### src/design/sgp_pkg.sv
// shared constants, bus carriers and state record for the shared gpio ports
package sgp_pkg;

  // ----------------------------------------------------------------
  // widths
  // ----------------------------------------------------------------
  localparam int ADDR_W = 8;
  localparam int DATA_W = 32;
  localparam int PE_W   = 8;
  localparam int PF_W   = 3;

  // ----------------------------------------------------------------
  // register byte offsets
  // ----------------------------------------------------------------
  localparam logic [ADDR_W-1:0] OFS_E_DATA   = 8'h00;
  localparam logic [ADDR_W-1:0] OFS_E_DIR    = 8'h04;
  localparam logic [ADDR_W-1:0] OFS_F_DATA   = 8'h08;
  localparam logic [ADDR_W-1:0] OFS_F_DIR    = 8'h0C;
  localparam logic [ADDR_W-1:0] OFS_E_RMW    = 8'h10;
  localparam logic [ADDR_W-1:0] OFS_F_RMW    = 8'h14;
  localparam logic [ADDR_W-1:0] OFS_LCD_CTRL = 8'h18;
  localparam logic [ADDR_W-1:0] OFS_PIN_STAT = 8'h1C;

  // ----------------------------------------------------------------
  // field positions
  // ----------------------------------------------------------------
  localparam int CTRL_SEG4_LSB  = 0;
  localparam int CTRL_SEG4_W    = 2;
  localparam int CTRL_SEG5_LSB  = 2;
  localparam int CTRL_SEG5_W    = 6;
  localparam int CTRL_PORT_INPUT_CONTROL_BIT = 8;
  localparam int CTRL_SPL_BIT   = 9;
  localparam int STAT_PF_LSB    = 8;
  localparam int PE_TMR_B_BIT   = 5;
  localparam int PE_TMR_A_BIT   = 6;
  localparam int PE_EXT_CLK_BIT = 7;
  localparam int PF_OSC_LAST    = 1;
  localparam int PF_RST_BIT     = 2;

  // ----------------------------------------------------------------
  // reset values and answers
  // ----------------------------------------------------------------
  localparam logic [PE_W-1:0] RST_LATCH_E = 8'h00;
  localparam logic [PE_W-1:0] RST_DIR_E   = 8'h00;
  localparam logic [PF_W-1:0] RST_LATCH_F = 3'h0;
  localparam logic [PF_W-1:0] RST_DIR_F   = 3'h0;
  localparam logic [PE_W-1:0] RST_SEG_SEL = 8'h00;
  localparam logic            RST_PORT_INPUT_CONTROL   = 1'b1;
  localparam logic            RST_SPL     = 1'b0;
  localparam logic [1:0]      RESP_OKAY   = 2'h0;
  localparam logic [1:0]      RESP_SLVERR = 2'h2;

  // ----------------------------------------------------------------
  // types
  // ----------------------------------------------------------------
  typedef enum logic [1:0] {WR_IDLE = 2'b01, WR_RESP = 2'b10} sgp_wr_st_t;
  typedef enum logic [1:0] {RD_IDLE = 2'b01, RD_DATA = 2'b10} sgp_rd_st_t;

  typedef struct packed {
    logic              awvalid;
    logic [ADDR_W-1:0] awaddr;
    logic              wvalid;
    logic [DATA_W-1:0] wdata;
    logic [3:0]        wstrb;
    logic              bready;
    logic              arvalid;
    logic [ADDR_W-1:0] araddr;
    logic              rready;
  } sgp_axi_req_t;

  typedef struct packed {
    logic              awready;
    logic              wready;
    logic              bvalid;
    logic [1:0]        bresp;
    logic              arready;
    logic              rvalid;
    logic [DATA_W-1:0] rdata;
    logic [1:0]        rresp;
  } sgp_axi_rsp_t;

  typedef struct packed {
    sgp_wr_st_t        wr_st;
    sgp_rd_st_t        rd_st;
    logic              aw_got;
    logic [ADDR_W-1:0] aw_addr;
    logic              w_got;
    logic [DATA_W-1:0] w_data;
    logic [3:0]        w_strb;
    sgp_axi_rsp_t      rsp;
    logic [PE_W-1:0]   latch_e;
    logic [PE_W-1:0]   dir_e;
    logic [PF_W-1:0]   latch_f;
    logic [PF_W-1:0]   dir_f;
    logic [PE_W-1:0]   seg_sel;
    logic              port_input_control;
    logic              standby_pin_float;
    logic [PE_W-1:0]   pe_out;
    logic [PE_W-1:0]   pe_oe;
    logic [PF_W-1:0]   pf_out;
    logic [PF_W-1:0]   pf_oe;
    logic              ext_clk;
    logic              osc_in;
    logic              rst_lvl;
  } sgp_state_t;

endpackage

### src/design/sgp_ports.sv
// two shared gpio ports with axi4-lite registers, segment and peripheral muxing
//
// How it works
// - direction one makes the pin an output driven from its data latch
// - direction zero makes the pin an input with the driver released
// - data writes update the latch; output pins show the new value one clock after the latch
// - data writes update latches of input pins too, without driving them
// - normal reads of output bits return the latch contents
// - normal reads of input bits return pin level; rmw reads return the latch
// - peripheral output enable puts its output on the pin; reads see the pin
// - normal reads return pin level even when a peripheral uses the input
// - segment select one then input control one routes the segment signal
// - segment select zero then input control one gives the port path control
// - port e bits 0-1 use segment lines 15:14, bits 2-7 lines 21:16
// - reset clears every direction bit so all pins start as inputs
// - standby with float set: pins hi-z, inputs forced low and blocked; the reset input level still passes unblocked
// - standby with float clear: pin states and driven levels are held
// - open-drain output pin with latch one is released, never driven high
// - port e maps bits 0-7 in order; port f has only bits 0-2
// - port e pins 5,6 share timer 1 outputs, pin 7 its clock input
// - port f pins 0,1 share the main oscillator, pin 2 the reset input
//
// Our own choices: register access over AXI4-Lite and the placing of the registers.
`timescale 1ns/10ps

module sgp_ports #(
  parameter logic [sgp_pkg::PF_W-1:0] PF_OPEN_DRAIN = 3'h4
) (
  // clock and reset
  input  wire logic                          core_clk,
  input  wire logic                          rst_n,
  // register bus
  input  wire sgp_pkg::sgp_axi_req_t         axi_req,
  output sgp_pkg::sgp_axi_rsp_t              axi_rsp,
  // port e pins
  input  wire logic [sgp_pkg::PE_W-1:0]      pe_pin_in,
  output logic      [sgp_pkg::PE_W-1:0]      pe_pin_out,
  output logic      [sgp_pkg::PE_W-1:0]      pe_pin_oe,
  // port f pins
  input  wire logic [sgp_pkg::PF_W-1:0]      pf_pin_in,
  output logic      [sgp_pkg::PF_W-1:0]      pf_pin_out,
  output logic      [sgp_pkg::PF_W-1:0]      pf_pin_oe,
  // lcd segment signals for port e bits 0-7
  input  wire logic [sgp_pkg::PE_W-1:0]      lcd_drive_line_level,
  // composite timer 1
  input  wire logic                          timer1_wave_out_a,
  input  wire logic                          timer1_wave_out_a_en,
  input  wire logic                          timer1_wave_out_b,
  input  wire logic                          timer1_wave_out_b_en,
  output logic                               timer1_ext_clock_in,
  // oscillator and reset pin sharing
  input  wire logic                          main_osc_en,
  output logic                               main_osc_in,
  input  wire logic                          reset_pin_en,
  output logic                               reset_pin_level,
  // standby controller: high while in stop or watch mode
  input  wire logic                          standby_mode
);

  // ----------------------------------------------------------------
  // state
  // ----------------------------------------------------------------
  sgp_pkg::sgp_state_t st_ff;
  sgp_pkg::sgp_state_t nxt_st;

  logic                     in_block;
  logic [sgp_pkg::PE_W-1:0] pe_lvl;
  logic [sgp_pkg::PF_W-1:0] pf_lvl;
  logic [sgp_pkg::PE_W-1:0] pe_seg;
  logic [sgp_pkg::PE_W-1:0] pe_per_oe;
  logic [sgp_pkg::PE_W-1:0] pe_per_val;
  logic [sgp_pkg::PE_W-1:0] pe_drv_out;
  logic [sgp_pkg::PE_W-1:0] pe_drv_oe;
  logic [sgp_pkg::PE_W-1:0] pe_rd;
  logic [sgp_pkg::PF_W-1:0] pf_owned;
  logic [sgp_pkg::PF_W-1:0] pf_drv_out;
  logic [sgp_pkg::PF_W-1:0] pf_drv_oe;
  logic [sgp_pkg::PF_W-1:0] pf_rd;

  // ----------------------------------------------------------------
  // pin muxing
  // ----------------------------------------------------------------
  // inputs forced low in standby float
  assign in_block = standby_mode & st_ff.standby_pin_float;
  assign pe_lvl   = in_block ? '0 : pe_pin_in;
  assign pf_lvl   = in_block ? '0 : pf_pin_in;

  // segment path needs both select and input control
  assign pe_seg = st_ff.seg_sel & {sgp_pkg::PE_W{st_ff.port_input_control}};

  // timer outputs claim pins 5 and 6
  always_comb begin
    pe_per_oe  = '0;
    pe_per_val = '0;
    pe_per_oe[sgp_pkg::PE_TMR_B_BIT]  = timer1_wave_out_b_en;
    pe_per_val[sgp_pkg::PE_TMR_B_BIT] = timer1_wave_out_b;
    pe_per_oe[sgp_pkg::PE_TMR_A_BIT]  = timer1_wave_out_a_en;
    pe_per_val[sgp_pkg::PE_TMR_A_BIT] = timer1_wave_out_a;
  end

  // oscillator owns pins 0-1, reset function owns pin 2
  // an owner drives the pin itself, so the port driver stays off there
  assign pf_owned = {reset_pin_en, main_osc_en, main_osc_en};

  genvar gi;
  generate
    for (gi = 0; gi < sgp_pkg::PE_W; gi++) begin : g_pe
      // direction or claimant decides the driver
      assign pe_drv_oe[gi] = ~in_block & (pe_seg[gi] |
                             (st_ff.port_input_control & (pe_per_oe[gi] | st_ff.dir_e[gi])));
      // latch reaches the pin only as an output
      assign pe_drv_out[gi] = pe_seg[gi]    ? lcd_drive_line_level[gi] :
                              pe_per_oe[gi] ? pe_per_val[gi] : st_ff.latch_e[gi];
      // latch for plain outputs, pin level otherwise
      assign pe_rd[gi] = (st_ff.dir_e[gi] & ~pe_per_oe[gi] & ~pe_seg[gi]) ?
                         st_ff.latch_e[gi] : pe_lvl[gi];
    end
    for (gi = 0; gi < sgp_pkg::PF_W; gi++) begin : g_pf
      // open-drain bit only ever pulls low
      assign pf_drv_oe[gi] = ~in_block & ~pf_owned[gi] & st_ff.dir_f[gi] &
                             ~(PF_OPEN_DRAIN[gi] & st_ff.latch_f[gi]);
      assign pf_drv_out[gi] = PF_OPEN_DRAIN[gi] ? 1'b0 : st_ff.latch_f[gi];
      assign pf_rd[gi] = st_ff.dir_f[gi] ? st_ff.latch_f[gi] : pf_lvl[gi];
    end
  endgenerate

  // ----------------------------------------------------------------
  // register read decode
  // ----------------------------------------------------------------
  // pin views come in as arguments so the caller wakes on pin changes
  function automatic logic [sgp_pkg::DATA_W+1:0] rd_decode(
    input logic [sgp_pkg::ADDR_W-1:0] addr,
    input logic [sgp_pkg::PE_W-1:0]   e_rd,
    input logic [sgp_pkg::PF_W-1:0]   f_rd,
    input logic [sgp_pkg::PE_W-1:0]   e_lvl,
    input logic [sgp_pkg::PF_W-1:0]   f_lvl
  );
    logic [sgp_pkg::ADDR_W-1:0] a;
    logic [sgp_pkg::DATA_W-1:0] d;
    logic [1:0]                 r;
    a = {addr[sgp_pkg::ADDR_W-1:2], 2'b00};
    d = '0;
    r = sgp_pkg::RESP_OKAY;
    if (a == sgp_pkg::OFS_E_DATA) begin
      d[sgp_pkg::PE_W-1:0] = e_rd;
    end else if (a == sgp_pkg::OFS_E_DIR) begin
      d[sgp_pkg::PE_W-1:0] = st_ff.dir_e;
    end else if (a == sgp_pkg::OFS_F_DATA) begin
      d[sgp_pkg::PF_W-1:0] = f_rd;
    end else if (a == sgp_pkg::OFS_F_DIR) begin
      d[sgp_pkg::PF_W-1:0] = st_ff.dir_f;
    end else if (a == sgp_pkg::OFS_E_RMW) begin
      // rmw view returns the latch
      // the bus carries no rmw flag, so the latch view has its own offset
      d[sgp_pkg::PE_W-1:0] = st_ff.latch_e;
    end else if (a == sgp_pkg::OFS_F_RMW) begin
      d[sgp_pkg::PF_W-1:0] = st_ff.latch_f;
    end else if (a == sgp_pkg::OFS_LCD_CTRL) begin
      d[sgp_pkg::PE_W-1:0]          = st_ff.seg_sel;
      d[sgp_pkg::CTRL_PORT_INPUT_CONTROL_BIT]    = st_ff.port_input_control;
      d[sgp_pkg::CTRL_SPL_BIT]      = st_ff.standby_pin_float;
    end else if (a == sgp_pkg::OFS_PIN_STAT) begin
      d[sgp_pkg::PE_W-1:0] = e_lvl;
      d[sgp_pkg::STAT_PF_LSB +: sgp_pkg::PF_W] = f_lvl;
    end else begin
      r = sgp_pkg::RESP_SLVERR;
    end
    return {r, d};
  endfunction

  // ----------------------------------------------------------------
  // next state
  // ----------------------------------------------------------------
  always_comb begin
    logic [sgp_pkg::ADDR_W-1:0] wa;
    logic                       wb0;
    logic                       wb1;
    logic [sgp_pkg::DATA_W+1:0] rd;
    nxt_st = st_ff;
    wa     = '0;
    wb0    = 1'b0;
    wb1    = 1'b0;
    rd     = '0;

    // write address and data taken in either order
    if (axi_req.awvalid && st_ff.rsp.awready) begin
      nxt_st.aw_got  = 1'b1;
      nxt_st.aw_addr = axi_req.awaddr;
    end
    if (axi_req.wvalid && st_ff.rsp.wready) begin
      nxt_st.w_got  = 1'b1;
      nxt_st.w_data = axi_req.wdata;
      nxt_st.w_strb = axi_req.wstrb;
    end

    case (st_ff.wr_st)
      sgp_pkg::WR_IDLE: begin
        if (nxt_st.aw_got && nxt_st.w_got) begin
          wa  = {nxt_st.aw_addr[sgp_pkg::ADDR_W-1:2], 2'b00};
          wb0 = nxt_st.w_strb[0];
          wb1 = nxt_st.w_strb[1];
          nxt_st.rsp.bresp = sgp_pkg::RESP_OKAY;
          if (wa == sgp_pkg::OFS_E_DATA || wa == sgp_pkg::OFS_E_RMW) begin
            if (wb0) begin
              nxt_st.latch_e = nxt_st.w_data[sgp_pkg::PE_W-1:0];
            end
          end else if (wa == sgp_pkg::OFS_E_DIR) begin
            if (wb0) begin
              nxt_st.dir_e = nxt_st.w_data[sgp_pkg::PE_W-1:0];
            end
          end else if (wa == sgp_pkg::OFS_F_DATA || wa == sgp_pkg::OFS_F_RMW) begin
            if (wb0) begin
              nxt_st.latch_f = nxt_st.w_data[sgp_pkg::PF_W-1:0];
            end
          end else if (wa == sgp_pkg::OFS_F_DIR) begin
            if (wb0) begin
              nxt_st.dir_f = nxt_st.w_data[sgp_pkg::PF_W-1:0];
            end
          end else if (wa == sgp_pkg::OFS_LCD_CTRL) begin
            // low two lines from enable four, upper six from enable five
            if (wb0) begin
              nxt_st.seg_sel[sgp_pkg::CTRL_SEG4_LSB +: sgp_pkg::CTRL_SEG4_W] =
                nxt_st.w_data[sgp_pkg::CTRL_SEG4_LSB +: sgp_pkg::CTRL_SEG4_W];
              nxt_st.seg_sel[sgp_pkg::CTRL_SEG5_LSB +: sgp_pkg::CTRL_SEG5_W] =
                nxt_st.w_data[sgp_pkg::CTRL_SEG5_LSB +: sgp_pkg::CTRL_SEG5_W];
            end
            // input control and standby float come from byte one, on the same clock as select
            if (wb1) begin
              nxt_st.port_input_control = nxt_st.w_data[sgp_pkg::CTRL_PORT_INPUT_CONTROL_BIT];
              nxt_st.standby_pin_float   = nxt_st.w_data[sgp_pkg::CTRL_SPL_BIT];
            end
          end else if (wa != sgp_pkg::OFS_PIN_STAT) begin
            nxt_st.rsp.bresp = sgp_pkg::RESP_SLVERR;
          end
          nxt_st.aw_got     = 1'b0;
          nxt_st.w_got      = 1'b0;
          nxt_st.rsp.bvalid = 1'b1;
          nxt_st.wr_st      = sgp_pkg::WR_RESP;
        end
      end
      sgp_pkg::WR_RESP: begin
        if (axi_req.bready) begin
          nxt_st.rsp.bvalid = 1'b0;
          nxt_st.wr_st      = sgp_pkg::WR_IDLE;
        end
      end
      default: begin
        nxt_st.wr_st = sgp_pkg::WR_IDLE;
      end
    endcase
    // ready only while a slot is free, so nothing is taken twice
    nxt_st.rsp.awready = ~nxt_st.aw_got & (nxt_st.wr_st == sgp_pkg::WR_IDLE);
    nxt_st.rsp.wready  = ~nxt_st.w_got & (nxt_st.wr_st == sgp_pkg::WR_IDLE);

    case (st_ff.rd_st)
      sgp_pkg::RD_IDLE: begin
        if (axi_req.arvalid && st_ff.rsp.arready) begin
          rd                = rd_decode(axi_req.araddr, pe_rd, pf_rd,
                                        pe_lvl, pf_lvl);
          nxt_st.rsp.rresp  = rd[sgp_pkg::DATA_W+1:sgp_pkg::DATA_W];
          nxt_st.rsp.rdata  = rd[sgp_pkg::DATA_W-1:0];
          nxt_st.rsp.rvalid = 1'b1;
          nxt_st.rd_st      = sgp_pkg::RD_DATA;
        end
      end
      sgp_pkg::RD_DATA: begin
        if (axi_req.rready) begin
          nxt_st.rsp.rvalid = 1'b0;
          nxt_st.rd_st      = sgp_pkg::RD_IDLE;
        end
      end
      default: begin
        nxt_st.rd_st = sgp_pkg::RD_IDLE;
      end
    endcase
    nxt_st.rsp.arready = (nxt_st.rd_st == sgp_pkg::RD_IDLE);

    // float clear: standby freezes pins as they stand
    if (!(standby_mode && !st_ff.standby_pin_float)) begin
      nxt_st.pe_out  = pe_drv_out;
      nxt_st.pe_oe   = pe_drv_oe;
      nxt_st.pf_out  = pf_drv_out;
      nxt_st.pf_oe   = pf_drv_oe;
      // clock input seen through the blocked pin level
      nxt_st.ext_clk = pe_lvl[sgp_pkg::PE_EXT_CLK_BIT];
      nxt_st.osc_in  = pf_lvl[0];
    end
    // reset function keeps watching its pin in every mode
    nxt_st.rst_lvl = pf_pin_in[sgp_pkg::PF_RST_BIT];
  end

  // ----------------------------------------------------------------
  // registers
  // ----------------------------------------------------------------
  always_ff @(posedge core_clk or negedge rst_n) begin
    if (!rst_n) begin
      st_ff.wr_st   <= sgp_pkg::WR_IDLE;
      st_ff.rd_st   <= sgp_pkg::RD_IDLE;
      st_ff.aw_got  <= 1'b0;
      st_ff.aw_addr <= '0;
      st_ff.w_got   <= 1'b0;
      st_ff.w_data  <= '0;
      st_ff.w_strb  <= '0;
      st_ff.rsp     <= '0;
      st_ff.latch_e <= sgp_pkg::RST_LATCH_E;
      st_ff.dir_e   <= sgp_pkg::RST_DIR_E;
      st_ff.latch_f <= sgp_pkg::RST_LATCH_F;
      st_ff.dir_f   <= sgp_pkg::RST_DIR_F;
      st_ff.seg_sel <= sgp_pkg::RST_SEG_SEL;
      st_ff.port_input_control   <= sgp_pkg::RST_PORT_INPUT_CONTROL;
      st_ff.standby_pin_float     <= sgp_pkg::RST_SPL;
      st_ff.pe_out  <= '0;
      st_ff.pe_oe   <= '0;
      st_ff.pf_out  <= '0;
      st_ff.pf_oe   <= '0;
      st_ff.ext_clk <= 1'b0;
      st_ff.osc_in  <= 1'b0;
      st_ff.rst_lvl <= 1'b0;
    end else begin
      st_ff <= nxt_st;
    end
  end

  // ----------------------------------------------------------------
  // outputs, all from flops
  // ----------------------------------------------------------------
  // bit i of each register drives pin i
  assign axi_rsp             = st_ff.rsp;
  assign pe_pin_out          = st_ff.pe_out;
  assign pe_pin_oe           = st_ff.pe_oe;
  assign pf_pin_out          = st_ff.pf_out;
  assign pf_pin_oe           = st_ff.pf_oe;
  assign timer1_ext_clock_in = st_ff.ext_clk;
  assign main_osc_in         = st_ff.osc_in;
  assign reset_pin_level     = st_ff.rst_lvl;

endmodule

### config.mk
export PLATFORM = sky130hd
export DESIGN_NAME = sgp_ports
export DESIGN_NICKNAME = d
export VERILOG_FILES = /design/src/design/sgp_pkg.sv /design/src/design/sgp_ports.sv
export SDC_FILE = /design/constraint.sdc
export NUM_CORES = 1
export LEC_CHECK = 0
export BUFFER_PORTS_ARGS = -buffer_cell sky130_fd_sc_hd__buf_2
export CAP_MARGIN = 15
export CORE_ASPECT_RATIO = 1.2
export CORE_MARGIN = 1
export CORE_UTILIZATION = 45
export DETAILED_ROUTE_END_ITERATION = 8
export PLACE_DENSITY = 0.82
export SYNTH_ARGS = -nofsm -noshare
export SYNTH_HDL_FRONTEND = slang
export SYNTH_SLANG_ARGS = --single-unit
### constraint.sdc
create_clock -name core_clk -period 8 [get_ports core_clk]
set_clock_uncertainty 0.15 [all_clocks]
set_input_delay 1.6 -clock core_clk [delete_from_list [all_inputs] [get_ports core_clk]]
set_output_delay 1.6 -clock core_clk [all_outputs]
set_load 0.02 [all_outputs]
==> run metrics, run 1 <==
Synth top area share 46.0%; Initial Utilization 46.6%; Layout Nets 663; startpoint types primary input; FF-to-FF Start st_ff[146]; Worst EP required 8.08 ns; CTS Buf Count 9; CTS-repair resized insts 0; setup violators final 0; CTS sink cnt 98; Crit Path Max Fanout 12; Core Area 11100 um2; Setup CP Type primary input to flip-flop; Post-synth EDFFs 0; Post-CTS Repair Setup Buffers 0; Final period util 45.9%; CTS clock-pin slew for the worst setup and hold paths 0.06 ns; CP Data Arrival Time 3.75 ns; CP Capture Type flip-flop; Syn. warnings 0; FF+latch count, synth 98; Hold Path Origin axi_rsp[12]; FMAX 0.273 GHz; Post-Synthesis Cells 516; Die Wd 99.8 um; hold endpoint axi_rsp[12]; RSZ-0062 raised after global routing no; Placed Instance Area 5440 um2; global-route wire length before repair 18700 um; Avg Cell Area, Syn 10.0 um2; Finished Cell Area 5770 um2; P&R area growth vs syn 11.7%; leakage 0.00284 uW; drt wl/cell 16.1 um; gr usage total 20.5%; total number of vias 3895; Residual DRC 0; Worst R2R Path Depth 5; FF-to-FF setup slack 5.03 ns; DR pass1 iterations 5; Final HPWL DP 8990 um; die height 119 um; leading area contributor after synthesis dfrtp_1; Post-Place Cells 717; largest net degree at the start of global routing 73; pins over their slew limit 0; post-layout min period 3.67 ns; commonest non-fill, non-tap cell in the layout buf_2; PortBufs 98; max_cap viols 0; register area share after synthesis 47.5%; vias in the first global route 3764; clock latency at the later pin of the worst-skew pair 0.35 ns; DRT antenna net count 0; DR vias/cell 5.31; Cell Area, Synth 5170 um2; Worst Hold Depth 2; CTS tree done; Final Core Density 52.0%; FP Rows 42; share of cells above drive strength 1 31.3%; Layout fillers 1002; GRT Residual Overflow 0; Max VDD drop 0.234 mV; status finished clean; commonest non-fill, non-tap cells in the layout buf_2, dfrtp_1, nand2_1; Least-Margin Pin Slew 0.875 ns; # diodes 0; Final Hold Viols 0; Final Wtd Congestion 0.905; Netlist cell types 55; worst r2r dst pf_drv_out[1]; CP startpoint axi_req[47]; fin cells 733; Max-Slew Margin vs Limit 41.7%; worst-case clock buffer depth 2; PwrDens 324 nW/um2; Ports 151; largest cells by area after synthesis dfrtp_1, mux2_2, buf_4, nand2_1, o21ai_0; final WL 11800 um; hold buffers post-CTS 0; HP Class flip-flop to flip-flop; Starting DRT DRC Count 220; Fin Hold WS 0.316 ns; H-tree levels 3; CTS root buffer clkbuf_16; die area 11900 um2; initial antenna violation count 0; predominant post-synthesis flop cell dfrtp_1; async set or reset register ratio after synthesis 100%; sum of negative setup slack 0 ns
-- per-layer routing --
layer | track usage (%) | vias to the layer above | wire length [um]
met2 | 33.2 | 174 | 5730
met3 | 4.11 | 32 | 810
met1 | 26.0 | 1842 | 4880
met5 | 0 | - | 0
met4 | 10.3 | 0 | 369
li1 | - | 1847 | -
-- synth_stat cells, drive strengths merged (2+ instances only) --
master and instances:
nor2 30, and3 3, and2 5, nand3 6, o32ai 2, or3b 2, o22ai 2, o21a 2
a22o 2, a211oi 4, dfrtp 95, nand2b 6, mux2 46, nor4bb 2, nand2 75, a31oi 12
nor2b 4, a311oi 2, a222oi 2, buf 65, o31ai 4, nor3 11, ha 4, o21ai 35
clkbuf 13, a221oi 6, mux2i 13, dfstp 3, or4 2, o211ai 2, a31o 2, nand3b 2
a32oi 2, a41o 2, a21oi 21, inv 16
-- how the worst max path moves through the flow --
stage | to | slack [ns] | cells after the start
6_report | pf_drv_out[1] | 4.33 | 6
5_1_grt | pf_drv_out[1] | 4.21 | 6
4_1_cts | pf_drv_out[1] | 4.32 | 6
3_5_place_dp | pf_drv_out[1] | 3.95 | 6
3_3_place_gp | st_ff[40] | 3.97 | 6
2_1_floorplan | st_ff[35] | 4.33 | 5
-- kinds of logic after synthesis --
logic type	count (synthesis)	synth area share (%)
AO/OA/AOI/OAI	106	13.1
adder cells (fa/ha/maj)	4	0.969
buffers and inverters	94	11.4
flip-flops	98	47.5
multiplexers	59	12.8
other	1	0.0726
AND/OR/NAND/NOR	154	14.1
-- stage by stage --
step	total power (uW)	worst slack (ns)
2_1_floorplan	1280	4.33
3_3_place_gp	1360	3.97
3_5_place_dp	1400	3.95
4_1_cts	1880	4.32
5_1_grt	1980	4.21
6_report	1870	4.33
-- worst max-delay path: stages --
cell and delay, ns:
buf_2 0.10, nand2_1 0.43, mux2i_1 0.18, or4_4 0.56, nor3_1 0.47, mux2_2 0.40
-- flip-flops by register name, indices dropped and copies added (netlist names) --
name                 flops
axi_rsp                 18
main_osc_in              1
pe_pin_oe                8
pe_pin_out               8
pf_drv_out               2
pf_pin_oe                3
pf_pin_out               2
reset_pin_level          1
st_ff                   54
timer1_ext_clock_in      1
-- area by class of cell --
type	count	area [um2]	area share (%)
Multi-Input combinational cell	347	2210	38.3
Inverter	16	60.1	1.04
Timing Repair Buffer	102	523	9.07
Tap cell	154	193	3.34
Clock inverter	6	88.8	1.54
Clock buffer	10	239	4.14
Sequential cell	98	2460	42.6
-- report_power, final --
part | internal, uW | switching, uW
Sequential | 669 | 133
Combinational | 244 | 354
Clock | 283 | 188
Total | 1200 | 674
Note: power is estimated with default switching activity, not from simulation.
==> run 2: changes to the inputs <==
- clock period: 8 -> 3.4 ns (I/O delays scaled with it)
==> run 2 against run 1 <==
Global-route usage increased by 0.42 points. Die area is the same. Critical path depth shrank 1. Worst hold slack lost 0.21 ns. Cell area increased by 0.20%. Total power up 130%. Register-to-register slack worse by 4.6 ns.
==> run metrics, run 2 (same netlist as run 1, synthesis figures left out) <==
FMAX 0.342 GHz; HP Class primary input to async pin (was flip-flop to flip-flop); FF+latch area 2460 um2 (unchanged); gr usage total 20.9% (was 20.5%); max reg flops 54 (unchanged); Residual DRC 0 (unchanged); clock latency at the later pin of the worst-skew pair 0.34 ns (was 0.35 ns); met3 WL 757 um (was 810 um); max_cap viols 0 (unchanged); area of the multi-input gates 2210 um2 (unchanged); Crit Path Max Fanout 8 (was 12); Final period util 85.9%; CTS tree done (unchanged); uppermost layer routed met4 (unchanged); vias in the first global route 3952 (was 3764); largest net degree at the start of global routing 87 (was 73); DR pass1 iterations 5 (unchanged); Least-Margin Pin Slew 0.601 ns (was 0.875 ns); Layout fillers 983 (was 1002); Final HPWL DP 9020 um (was 8990 um); DRT antenna net count 0 (unchanged); PwrDens 741 nW/um2 (was 324 nW/um2); CTS root buffer clkbuf_16 (unchanged); pre-CTS WS 0.363 ns (was 3.95 ns); DR vias/cell 5.35 (was 5.31); drt wl/cell 16.2 um (was 16.1 um); GRT Residual Overflow 0 (unchanged); commonest non-fill, non-tap cells in the layout buf_2, dfrtp_1, nand2_1 (unchanged); CP Data Arrival Time 3.00 ns (was 3.75 ns); Initial Utilization 46.6% (unchanged); FF-to-FF setup slack 0.48 ns (was 5.03 ns); Final Hold Viols 0 (unchanged); CTS sink cnt 98 (unchanged); CTS clock-pin slew for the worst setup and hold paths 0.06 ns (about the same); share of cells above drive strength 1 31.7% (was 31.3%); Max VDD drop 0.435 mV (was 0.234 mV); Post-CTS Repair Setup Buffers 0 (unchanged); CP Capture Type flip-flop (unchanged); Layout Nets 667 (was 663); Max-Slew Margin vs Limit 59.6% (was 41.7%); CP top delay family simple AND/OR/NAND/NOR gates (unchanged); hold buffers post-CTS 0 (unchanged); Met2 Routed Length 5980 um (was 5730 um); die height 119 um (unchanged); Starting DRT DRC Count 296 (was 220); P&R area growth vs syn 11.9% (was 11.7%); FF-to-FF Start st_ff[146] (unchanged); post-layout min period 2.92 ns; Die Wd 99.8 um (unchanged); FP Rows 42 (unchanged); Worst EP required 3.48 ns (was 8.08 ns); Cell Chain, Critical Path ha_1, or3b_4, or4_4, nor2_2, mux2_2 (was buf_2, nand2_1, mux2i_1, or4_4, nor3_1, mux2_2); global-route wire length before repair 19200 um (was 18700 um); CTS-repair resized insts 0 (unchanged); Reg with most FFs st_ff (unchanged); worst-case clock buffer depth 2 (unchanged); die area 11900 um2 (unchanged); slack of the critical path 0.479 ns (was 4.33 ns); Finished Cell Area 5780 um2 (was 5770 um2); Placed Instance Area 5460 um2 (was 5440 um2); Ports 151 (unchanged); CTS Buf Count 9 (unchanged); CP max-delay cell or4_4 (unchanged); sum of negative setup slack 0 ns (unchanged); DRT met1 WL 4900 um (was 4880 um); pins over their slew limit 0 (unchanged); final WL 11900 um (was 11800 um); commonest non-fill, non-tap cell in the layout buf_2 (unchanged); Buf/Inv on CP 0 (was 1); Power, Total 4290 uW (was 1870 uW); initial antenna violation count 0 (unchanged); leakage 0.00286 uW (was 0.00284 uW); Setup CP Type flip-flop to flip-flop (was primary input to flip-flop); CP peak stage delay 0.60 ns (was 0.56 ns); # diodes 0 (unchanged); H-tree levels 3 (unchanged); setup violators final 0 (unchanged); PortBufs 98 (unchanged); RSZ-0062 raised after global routing no (unchanged); total number of vias 3944 (was 3895); Final Wtd Congestion 0.897 (was 0.905); worst r2r dst st_ff[50] (was pf_drv_out[1]); Worst R2R Path Depth 5 (unchanged); Fin Hold WS 0.103 ns (was 0.316 ns); status finished clean (unchanged); startpoint types flip-flop (was primary input); Core Area 11100 um2 (unchanged)
-- run 2: worst max-delay path by stage --
| stage | start | to | slack, ns | depth (start not counted) |
|---|---|---|---|---|
| after floorplan | axi_req[47] | st_ff[35] | 0.65 | 5 |
| after global placement | axi_req[56] | st_ff[40] | 0.36 | 6 |
| after detailed placement | axi_req[56] | pf_drv_out[1] | 0.36 | 6 |
| after CTS | st_ff[146] | st_ff[50] | 0.49 | 5 |
| after global routing | st_ff[146] | st_ff[53] | 0.36 | 5 |
| final | st_ff[146] | st_ff[50] | 0.48 | 5 |
-- run 2: area by class of cell --
cell class | instances | share of cell area [%]
Clock buffer | 11 | 4.37
Sequential cell | 98 | 42.5
Timing Repair Buffer | 106 | 9.91
Inverter | 16 | 1.04
Tap cell | 154 | 3.33
Clock inverter | 5 | 0.628
Multi-Input combinational cell | 347 | 38.2
-- run 2: per-stage QoR --
step | cells | utilization, %
floorplan | 539 | -
global placement | 720 | 49.3
detailed placement | 720 | 49.3
CTS | 736 | 51.9
global route | 737 | 52.1
finish | 737 | 52.1
-- run 2: power breakdown --
group	switching [uW]	internal, uW
Sequential	317	1570
Clock	433	538
Combinational	839	586
-- run 2: per-layer routing --
metal / vias up / global-route usage (%)
li1: 1858 / -
met1: 1906 / 25.8
met2: 157 / 35.2
met3: 23 / 4.28
met4: 0 / 9.19
met5: - / 0
-- run 2: worst reg2reg max path: stages, from the launching register on --
cell and delay, ns:
dfstp_2 0.55, ha_1 0.22, or3b_4 0.44, or4_4 0.60
nor2_2 0.44, mux2_2 0.41
